**src/core_regs_cfg.svh**
```systemverilog
`ifndef CORE_REGS_CFG_SVH
`define CORE_REGS_CFG_SVH

// system register addresses in bank 0
`define ADDR_TABLE_HIGH 8'h82
`define ADDR_INDEX_PTR 8'h83
`define ADDR_BANK_PTR 8'h84
`define ADDR_STATUS 8'h86
`define ADDR_IP_LOW 8'hce
`define ADDR_IP_HIGH 8'hcf

// status flag field positions
`define FLAG_ZERO 0
`define FLAG_NIBBLE 1
`define FLAG_CARRY 2
`define FLAG_CAUSE_LO 6
`define FLAG_CAUSE_HI 7
`define STATUS_RW_MASK 8'hc7

// reset-cause codes
`define CAUSE_WATCHDOG 2'b00
`define CAUSE_RESERVED 2'b01
`define CAUSE_LOW_VOLT 2'b10
`define CAUSE_EXT_PIN 2'b11

// widths and reset values
`define IP_WIDTH 10
`define IP_RESET 10'h000
`define FLAGS_RESET 3'b000
`define ACC_RESET 8'h00
`define WORK_RESET 8'h00
`define SKIP_STEP 10'h002
`define STEP_ONE 10'h001

`endif

```
**src/core_regs_pkg.sv**
```systemverilog
package core_regs_pkg;

  typedef enum logic [4:0] {
    OP_NOP,
    OP_MOV,
    OP_MOVI,
    OP_ADD,
    OP_ADC,
    OP_SUB,
    OP_SBC,
    OP_AND,
    OP_OR,
    OP_XOR,
    OP_RLC,
    OP_RRC,
    OP_COMPARE_SKIP_EQ,
    OP_INC_SKIP_TO_ACCUM,
    OP_INC_SKIP_TO_MEM,
    OP_DEC_SKIP_TO_ACCUM,
    OP_DEC_SKIP_TO_MEM,
    OP_BIT_TEST_SKIP_CLEAR,
    OP_BIT_TEST_SKIP_SET,
    OP_JMP,
    OP_CALL,
    OP_SAVE,
    OP_RESTORE,
    OP_ROM_TABLE_READ
  } op_t;

endpackage

```
**src/core_working_regs.sv**
```systemverilog
// Behaviour
// - 8-bit accumulator outside data memory; carries ALU operands and results.
// - interrupt entry saves nothing; accumulator and flags stay as left.
// - save copies accumulator and flags to hidden buffers; restore reloads both.
// - status bits 7:6 hold last reset cause: 00 wdt, 01 rsvd, 10 lvd, 11 pin.
// - carry bit 2 set on add carry, no borrow, rotate out one, compare >= 0.
// - nibble carry bit 1 set on low-nibble carry or subtraction without nibble borrow.
// - zero bit 0 set when add, subtract, logic or compare result is zero.
// - instruction pointer is 10 bits, 2 high and 8 low, cleared on reset.
// - instruction pointer increments by one after each instruction.
// - jump and call load the full 10-bit destination address.
// - seven skip instructions advance instruction pointer by 2 when true.
// - bit-test skip when tested bit equals zero or one per form.
// - compare-skip when accumulator equals immediate or memory operand.
// - increment-skip when operand wraps ff to 00; result to acc or memory.
// - decrement-skip when operand wraps 00 to ff; result to acc or memory.
// - add into low pointer byte with overflow increments the high byte.
// - subtract from low pointer byte never changes the high byte.
// - writing low pointer byte continues at current high byte plus written byte.
// - bank and index pointers serve as work registers, RAM and ROM pointers.
// - table read puts ROM word high byte in table register, low in accumulator.
// - add and subtract update zero, carry and nibble-carry flags; increment- and decrement-skip update no flags.
`timescale 1ns/1ns
`include "core_regs_cfg.svh"

module core_working_regs (
  input wire logic sys_clk,
  input wire logic rst,
  input wire logic instr_valid,
  input wire core_regs_pkg::op_t op,
  input wire logic to_mem,
  input wire logic [7:0] operand,
  input wire logic [7:0] dest_addr,
  input wire logic [2:0] bit_sel,
  input wire logic [9:0] jump_target,
  input wire logic [15:0] rom_word,
  input wire logic [1:0] reset_cause_in,
  input wire logic [7:0] sreg_raddr,
  output logic [9:0] prog_addr,
  output logic [7:0] accumulator,
  output logic [7:0] bank_ptr,
  output logic [7:0] index_ptr,
  output logic [7:0] sreg_rdata,
  output logic mem_we,
  output logic [7:0] mem_addr,
  output logic [7:0] mem_wdata,
  output logic skip_taken
);
  import core_regs_pkg::*;

  logic [7:0] acc_q;
  logic [7:0] acc_save_q;
  logic [7:0] table_high_q;
  logic [7:0] index_q;
  logic [7:0] bank_q;
  logic [1:0] cause_q;
  logic [2:0] flags_q;
  logic [7:0] flags_save_q;
  logic [9:0] ip_q;
  logic [7:0] sreg_rdata_q;
  logic mem_we_q;
  logic [7:0] mem_addr_q;
  logic [7:0] mem_wdata_q;
  logic skip_q;

  logic [7:0] status_view;
  logic [7:0] arg_a;
  logic [7:0] arg_b;
  logic [8:0] wide;
  logic [4:0] nib;
  logic [7:0] res;
  logic wr_res;
  logic res_to_mem;
  logic [2:0] flags_d;
  logic skip_d;
  logic low_carry;
  logic [9:0] ip_d;
  logic [9:0] ip_inc;

  assign status_view = {cause_q, 3'b000, flags_q};
  // memory-form arithmetic works as M op A, accumulator form as A op M
  assign arg_a = to_mem ? operand : acc_q;
  assign arg_b = to_mem ? acc_q : operand;
  assign ip_inc = ip_q + `STEP_ONE;

  always_comb begin
    wide = 9'h000;
    nib = 5'h00;
    res = 8'h00;
    wr_res = 1'b0;
    res_to_mem = to_mem;
    flags_d = flags_q;
    skip_d = 1'b0;
    low_carry = 1'b0;
    case (op)
      OP_MOV: begin
        res = to_mem ? acc_q : operand;
        wr_res = 1'b1;
      end
      OP_MOVI: begin
        res = operand;
        wr_res = 1'b1;
        res_to_mem = 1'b1;
      end
      OP_ADD, OP_ADC: begin
        wide = {1'b0, arg_a} + {1'b0, arg_b} + {8'h00, op == OP_ADC && flags_q[`FLAG_CARRY]};
        nib = {1'b0, arg_a[3:0]} + {1'b0, arg_b[3:0]} + {4'h0, op == OP_ADC && flags_q[`FLAG_CARRY]};
        res = wide[7:0];
        wr_res = 1'b1;
        low_carry = wide[8];
        flags_d[`FLAG_CARRY] = wide[8];
        flags_d[`FLAG_NIBBLE] = nib[4];
        flags_d[`FLAG_ZERO] = wide[7:0] == 8'h00;
      end
      OP_SUB, OP_SBC: begin
        wide = {1'b0, arg_a} - {1'b0, arg_b} - {8'h00, op == OP_SBC && !flags_q[`FLAG_CARRY]};
        nib = {1'b0, arg_a[3:0]} - {1'b0, arg_b[3:0]} - {4'h0, op == OP_SBC && !flags_q[`FLAG_CARRY]};
        res = wide[7:0];
        wr_res = 1'b1;
        flags_d[`FLAG_CARRY] = !wide[8];
        flags_d[`FLAG_NIBBLE] = !nib[4];
        flags_d[`FLAG_ZERO] = wide[7:0] == 8'h00;
      end
      OP_AND, OP_OR, OP_XOR: begin
        if (op == OP_AND) begin
          res = acc_q & operand;
        end else if (op == OP_OR) begin
          res = acc_q | operand;
        end else begin
          res = acc_q ^ operand;
        end
        wr_res = 1'b1;
        flags_d[`FLAG_ZERO] = res == 8'h00;
      end
      OP_RLC: begin
        res = {operand[6:0], flags_q[`FLAG_CARRY]};
        wr_res = 1'b1;
        flags_d[`FLAG_CARRY] = operand[7];
      end
      OP_RRC: begin
        res = {flags_q[`FLAG_CARRY], operand[7:1]};
        wr_res = 1'b1;
        flags_d[`FLAG_CARRY] = operand[0];
      end
      OP_COMPARE_SKIP_EQ: begin
        wide = {1'b0, acc_q} - {1'b0, operand};
        flags_d[`FLAG_CARRY] = !wide[8];
        flags_d[`FLAG_ZERO] = wide[7:0] == 8'h00;
        skip_d = acc_q == operand;
      end
      OP_INC_SKIP_TO_ACCUM, OP_INC_SKIP_TO_MEM: begin
        res = operand + 8'h01;
        wr_res = 1'b1;
        res_to_mem = op == OP_INC_SKIP_TO_MEM;
        skip_d = operand == 8'hff;
      end
      OP_DEC_SKIP_TO_ACCUM, OP_DEC_SKIP_TO_MEM: begin
        res = operand - 8'h01;
        wr_res = 1'b1;
        res_to_mem = op == OP_DEC_SKIP_TO_MEM;
        skip_d = operand == 8'h00;
      end
      OP_BIT_TEST_SKIP_CLEAR: skip_d = !operand[bit_sel];
      OP_BIT_TEST_SKIP_SET: skip_d = operand[bit_sel];
      default: begin
        res = 8'h00;
      end
    endcase
  end

  // instruction pointer next value
  always_comb begin
    ip_d = ip_inc;
    if (op == OP_JMP || op == OP_CALL) begin
      ip_d = jump_target;
    end else if (skip_d) begin
      ip_d = ip_q + `SKIP_STEP;
    end else if (wr_res && res_to_mem && dest_addr == `ADDR_IP_LOW) begin
      ip_d = {ip_q[9:8] + {1'b0, low_carry && (op == OP_ADD || op == OP_ADC)}, res};
    end else if (wr_res && res_to_mem && dest_addr == `ADDR_IP_HIGH) begin
      // high write keeps the low step
      ip_d = {res[1:0], ip_inc[7:0]};
    end
  end

  always_ff @(posedge sys_clk) begin
    if (rst) begin
      ip_q <= `IP_RESET;
    end else if (instr_valid) begin
      ip_q <= ip_d;
    end
  end

  always_ff @(posedge sys_clk) begin
    if (rst) begin
      acc_q <= `ACC_RESET;
    end else if (instr_valid) begin
      if (op == OP_ROM_TABLE_READ) begin
        acc_q <= rom_word[7:0];
      end else if (op == OP_RESTORE) begin
        acc_q <= acc_save_q;
      end else if (wr_res && !res_to_mem) begin
        acc_q <= res;
      end
    end
  end

  // save buffers written only by the save op
  always_ff @(posedge sys_clk) begin
    if (rst) begin
      acc_save_q <= `ACC_RESET;
      flags_save_q <= 8'h00;
    end else if (instr_valid && op == OP_SAVE) begin
      acc_save_q <= acc_q;
      flags_save_q <= status_view;
    end
  end

  // cause captured while reset is held
  always_ff @(posedge sys_clk) begin
    if (rst) begin
      cause_q <= reset_cause_in;
    end else if (instr_valid && op == OP_RESTORE) begin
      cause_q <= flags_save_q[`FLAG_CAUSE_HI:`FLAG_CAUSE_LO];
    end else if (instr_valid && wr_res && res_to_mem && dest_addr == `ADDR_STATUS) begin
      cause_q <= res[`FLAG_CAUSE_HI:`FLAG_CAUSE_LO];
    end
  end

  always_ff @(posedge sys_clk) begin
    if (rst) begin
      flags_q <= `FLAGS_RESET;
    end else if (instr_valid) begin
      if (op == OP_RESTORE) begin
        flags_q <= flags_save_q[2:0];
      end else if (wr_res && res_to_mem && dest_addr == `ADDR_STATUS) begin
        flags_q <= res[2:0];
      end else begin
        flags_q <= flags_d;
      end
    end
  end

  always_ff @(posedge sys_clk) begin
    if (rst) begin
      table_high_q <= `WORK_RESET;
      index_q <= `WORK_RESET;
      bank_q <= `WORK_RESET;
    end else if (instr_valid) begin
      if (op == OP_ROM_TABLE_READ) begin
        table_high_q <= rom_word[15:8];
      end else if (wr_res && res_to_mem && dest_addr == `ADDR_TABLE_HIGH) begin
        table_high_q <= res;
      end
      if (wr_res && res_to_mem && dest_addr == `ADDR_INDEX_PTR) begin
        index_q <= res;
      end
      if (wr_res && res_to_mem && dest_addr == `ADDR_BANK_PTR) begin
        bank_q <= res;
      end
    end
  end

  // results aimed elsewhere go out to data memory
  always_ff @(posedge sys_clk) begin
    if (rst) begin
      mem_we_q <= 1'b0;
      mem_addr_q <= 8'h00;
      mem_wdata_q <= 8'h00;
    end else begin
      mem_we_q <= instr_valid && wr_res && res_to_mem && dest_addr != `ADDR_TABLE_HIGH
        && dest_addr != `ADDR_INDEX_PTR && dest_addr != `ADDR_BANK_PTR && dest_addr != `ADDR_STATUS
        && dest_addr != `ADDR_IP_LOW && dest_addr != `ADDR_IP_HIGH;
      mem_addr_q <= dest_addr;
      mem_wdata_q <= res;
    end
  end

  always_ff @(posedge sys_clk) begin
    if (rst) begin
      skip_q <= 1'b0;
    end else begin
      skip_q <= instr_valid && skip_d && op != OP_JMP && op != OP_CALL;
    end
  end

  // readback; unmapped addresses and reserved bits read zero
  always_ff @(posedge sys_clk) begin
    if (rst) begin
      sreg_rdata_q <= 8'h00;
    end else begin
      case (sreg_raddr)
        `ADDR_TABLE_HIGH: sreg_rdata_q <= table_high_q;
        `ADDR_INDEX_PTR: sreg_rdata_q <= index_q;
        `ADDR_BANK_PTR: sreg_rdata_q <= bank_q;
        `ADDR_STATUS: sreg_rdata_q <= status_view & `STATUS_RW_MASK;
        `ADDR_IP_LOW: sreg_rdata_q <= ip_q[7:0];
        `ADDR_IP_HIGH: sreg_rdata_q <= {6'h00, ip_q[9:8]};
        default: sreg_rdata_q <= 8'h00;
      endcase
    end
  end

  assign prog_addr = ip_q;
  assign accumulator = acc_q;
  assign bank_ptr = bank_q;
  assign index_ptr = index_q;
  assign sreg_rdata = sreg_rdata_q;
  assign mem_we = mem_we_q;
  assign mem_addr = mem_addr_q;
  assign mem_wdata = mem_wdata_q;
  assign skip_taken = skip_q;

endmodule

```
**config.mk**
```make
export PLATFORM = sky130hd
export DESIGN_NAME = core_working_regs
export DESIGN_NICKNAME = d
export VERILOG_FILES = /design/src/core_regs_pkg.sv /design/src/core_working_regs.sv
export VERILOG_INCLUDE_DIRS = /design/src /design/src/src
export SDC_FILE = /design/constraint.sdc
export NUM_CORES = 1
export LEC_CHECK = 0
export ABC_AREA = 1
export BUFFER_PORTS_ARGS = -buffer_cell sky130_fd_sc_hd__buf_4
export CORE_ASPECT_RATIO = 1.4
export CORE_UTILIZATION = 58
export CTS_CLUSTER_DIAMETER = 200
export DETAILED_ROUTE_END_ITERATION = 8
export PLACE_DENSITY = 0.81
export SLEW_MARGIN = 10
export SYNTH_ARGS = -nofsm -noshare
export SYNTH_HDL_FRONTEND = slang
export SYNTH_SLANG_ARGS = --single-unit
export TNS_END_PERCENT = 5
```
**constraint.sdc**
```tcl
create_clock -name sys_clk -period 4.1 [get_ports sys_clk]
set_input_delay 0.205 -clock sys_clk [delete_from_list [all_inputs] [get_ports sys_clk]]
set_output_delay 0.205 -clock sys_clk [all_outputs]
set_load 0.01 [all_outputs]
```
==> flow_summary.json <==
{
  "synthDominantAreaCellType": "sky130_fd_sc_hd__dfxtp_1",
  "synth.lib_cells_used.distinct": 46,
  "final.setup_skew_ps": 6.34,
  "grt_start_max_net_pins": 54,
  "classification_of_the_worst_setup_path": "reg2reg",
  "synth.most_common_cell": "sky130_fd_sc_hd__nand2_1",
  "grt_setup_unrepaired": "false",
  "cellLeakagePower_nw": 4.13,
  "max_slew.worst_pin.slew_ps": 1010,
  "met2_wirelength_um": 12700,
  "post_synth_inst_count": 1134,
  "p_clk_share_pct": 32.9,
  "synth.ff_latch_count": 86,
  "placeable_core_area_um2": 11900,
  "signal_arrival_time_at_the_worst_endpoint_ps": 3510,
  "num_antenna_cells": 0,
  "grt_pass1_wl_um": 39900,
  "dpl.cell_count": 1382,
  "post-route-cell-area_um2": 8430,
  "top_signal_layer_used": "met4",
  "worst_setup_path_start_kind": "flop",
  "timing.hold.worst.start": "dest_addr[4]",
  "fmaxAchievable_mhz": 300,
  "final.min_clock_period_ps": 3340,
  "depth_of_the_most_critical_reg_to_reg_path": 13,
  "postCtsSetupBuffers": 0,
  "reg2reg_setup_slack_ps": 760,
  "placed_cell_area_um2": 8140,
  "critPathRequiredTime_ps": 4270,
  "drt_iter0_drc": 575,
  "buffer_ports.inserted": 123,
  "setup.worst_path.end_class": "flop",
  "synth_flop_cell": "sky130_fd_sc_hd__dfxtp_1",
  "synth_top_area_share_pct": 23.7,
  "status": "finished clean",
  "flow.area_growth_from_synthesis_pct": 18.7,
  "die_width_um": 95.5,
  "synth_sequential_area_ratio_pct": 24.5,
  "hold-path-endpoint": "mem_addr[4]",
  "critical_path.reg2reg.endpoint": "accumulator[3]",
  "met3_length_um": 1800,
  "drt-vias-per-instance": 5.97,
  "seq_area_um2": 1740,
  "timing.rr.start": "accumulator[0]",
  "cts_max_path_bufs": 2,
  "final.fill_count": 1074,
  "drt-wirelength-per-cell_um": 18.5,
  "critical_path_peak_fanout": 6,
  "clock_sink_count": 86,
  "timing_max_transition_violations_final": 0,
  "num_vias": 8344,
  "net_switching_component_of_the_power_uw": 866,
  "setup_viol_count_final": 0,
  "clock_insertion_delay_worst_skew_ps": 340,
  "die_height_um": 133,
  "gp_congestion": 1.04,
  "clkSlewWorstSetupHoldPaths_ps": 70,
  "seq_power_share_pct": 37.1,
  "grt_usage_pct": 41.4,
  "cts.root.buffer_cell": "sky130_fd_sc_hd__clkbuf_16",
  "async_s_r_ff_share_synth_pct": 0,
  "drv.max_cap_violation_count": 0,
  "netlist_top_cells_area": "sky130_fd_sc_hd__dfxtp_1 (24%), sky130_fd_sc_hd__nand2_1 (15%), sky130_fd_sc_hd__ha_1 (8.3%), sky130_fd_sc_hd__inv_1 (7.4%), sky130_fd_sc_hd__o21ai_0 (6.5%)",
  "die_area_um2": 12700,
  "sw_frac_of_total_pct": 35.7,
  "post-route-drc-count": 0,
  "hold_violations": 0,
  "route.antenna.remaining_nets": 0,
  "numCtsBuffers": 9,
  "cts_tree": "built",
  "totalWireLength_um": 25900,
  "dpl.hpwl_um": 20300,
  "multiInputGateArea_um2": 4670,
  "worstHoldPathType": "in2reg",
  "first_global_vias": 7744,
  "firstDrtPassIters": 6,
  "ctsResizeCount": 0,
  "postSynthNetCount": 1251,
  "relSlewSlack_pct": 32.2,
  "start_util_pct": 59.8,
  "postSynthAreaPerCell_um2": 6.26,
  "grt_remaining_overflow": 0,
  "worstHoldPathCells": 3,
  "power.share.combinational_pct": 30.0,
  "power_density_nw_per_um2": 288,
  "fraction_of_final_layout_cells_sized_beyond_drive_strength_1_pct": 14.4,
  "drt-met1-wl_um": 9080,
  "finish.net_count": 1363,
  "core.rowCount": 47,
  "power.internal_mw": 1.56,
  "report.power.total_mw": 2.43,
  "synth.cells.most_frequent": "sky130_fd_sc_hd__nand2_1 (279), sky130_fd_sc_hd__inv_1 (141), sky130_fd_sc_hd__nor2_1 (120), sky130_fd_sc_hd__o21ai_0 (92), sky130_fd_sc_hd__nand3_1 (91)",
  "count_of_flip_flops_with_a_built_in_enable_after_synthesis": 2,
  "synth_area_um2": 7100,
  "antenna_found_initial": 0,
  "cts.htree.levels": 3,
  "setup_total_negative_slack_ps": 0,
  "stdcell_count": 1398,
  "floorplan.io_pins": 124,
  "ys_warn_count": 0,
  "cts_hold_repair.buffers": 0,
  "tcrit_tclk_final_pct": 81.4,
  "max-vdd-ir-drop_uv": 202
}
power groups by stage:
stage | Sequential, mW | Clock [mW] | Combinational (mW)
final | 0.901 | 0.799 | 0.727
after global routing | 0.904 | 0.829 | 0.795
after CTS | 0.900 | 0.791 | 0.712
after detailed placement | 0.918 | 0 | 0.708
after global placement | 0.918 | 0 | 0.702
after floorplan | 0.918 | 0 | 0.446
how the worst max path moves through the flow:
stage | startpoint | end | slack, ps
6_report | accumulator[0] | accumulator[3] | 760
5_1_grt | accumulator[0] | accumulator[3] | 510
4_1_cts | accumulator[0] | accumulator[3] | 800
3_5_place_dp | op[0] | cause_q[1] | 840
3_3_place_gp | accumulator[3] | prog_addr[8] | 850
2_1_floorplan | to_mem | cause_q[1] | 1150
worst max-delay path, cell delays in order, from the launching register on:
cell and delay [ps]:
sky130_fd_sc_hd__dfxtp_1 380, sky130_fd_sc_hd__inv_1 150, sky130_fd_sc_hd__nand2_1 90, sky130_fd_sc_hd__o21a_1 140, sky130_fd_sc_hd__inv_1 60, sky130_fd_sc_hd__fa_1 440
sky130_fd_sc_hd__ha_1 280, sky130_fd_sc_hd__nand3_1 80, sky130_fd_sc_hd__nand2_1 100, sky130_fd_sc_hd__xor2_1 190, sky130_fd_sc_hd__nand2_1 90, sky130_fd_sc_hd__o21ai_0 240
sky130_fd_sc_hd__nor3b_1 700, sky130_fd_sc_hd__a41oi_1 210
cell type report:
class,instances,area share [%]
clock buffers,10,2.83
clock inverters,6,0.623
inverters,149,6.63
multi-input cells,868,55.3
flip-flops and latches,86,20.7
well taps,147,2.18
repair buffers,132,11.8
flip-flops by register name (all words and copies together) (netlist names):
| register | flops |
|---|---|
| sreg_rdata | 8 |
| mem_addr | 8 |
| accumulator | 8 |
| skip_taken | 1 |
| mem_we | 1 |
| cause_q | 2 |
| prog_addr | 10 |
| flags_save_q | 5 |
| flags_q | 3 |
| bank_ptr | 8 |
| table_high_q | 8 |
| acc_save_q | 8 |
| index_ptr | 8 |
| mem_wdata | 8 |
stage by stage:
stage                     util, %  setup slack (ps)  hold WS (ps)
after floorplan                 -              1150           312
after global placement       68.5               853           422
after detailed placement     68.5               839           430
after CTS                    71.0               796          80.6
after global routing         71.0               515          95.1
final                        71.0               764          76.9
metal layers:
layer	global-route usage, %	vias to the layer above
li1	-	3970
met4	34.8	0
met3	5.00	127
met2	71.0	464
met1	43.7	3783
met5	0	-
cell usage in the layout (no fill, tap or decap), types with 21 or more instances in the layout:
cell type                 count
sky130_fd_sc_hd__a21oi_1     75
sky130_fd_sc_hd__buf_4      132
sky130_fd_sc_hd__dfxtp_1     84
sky130_fd_sc_hd__ha_1        47
sky130_fd_sc_hd__inv_1      141
sky130_fd_sc_hd__nand2_1    279
sky130_fd_sc_hd__nand3_1     91
sky130_fd_sc_hd__nor2_1     120
sky130_fd_sc_hd__o21ai_0     92
sky130_fd_sc_hd__xor2_1      21
kinds of logic (layout without fill, tap and decap cells):
logic type	count (synthesis)	in the layout	share of synthesized area, %
adder cells (fa/ha/maj)	53	53	9.97
XOR/XNOR	27	27	3.33
multiplexers	1	1	0.141
buffers and inverters	180	297	9.81
flip-flops	86	86	24.5
AND/OR/NAND/NOR	551	551	33.4
AO/OA/AOI/OAI	236	236	18.8
(Power assumes the default switching activity.)
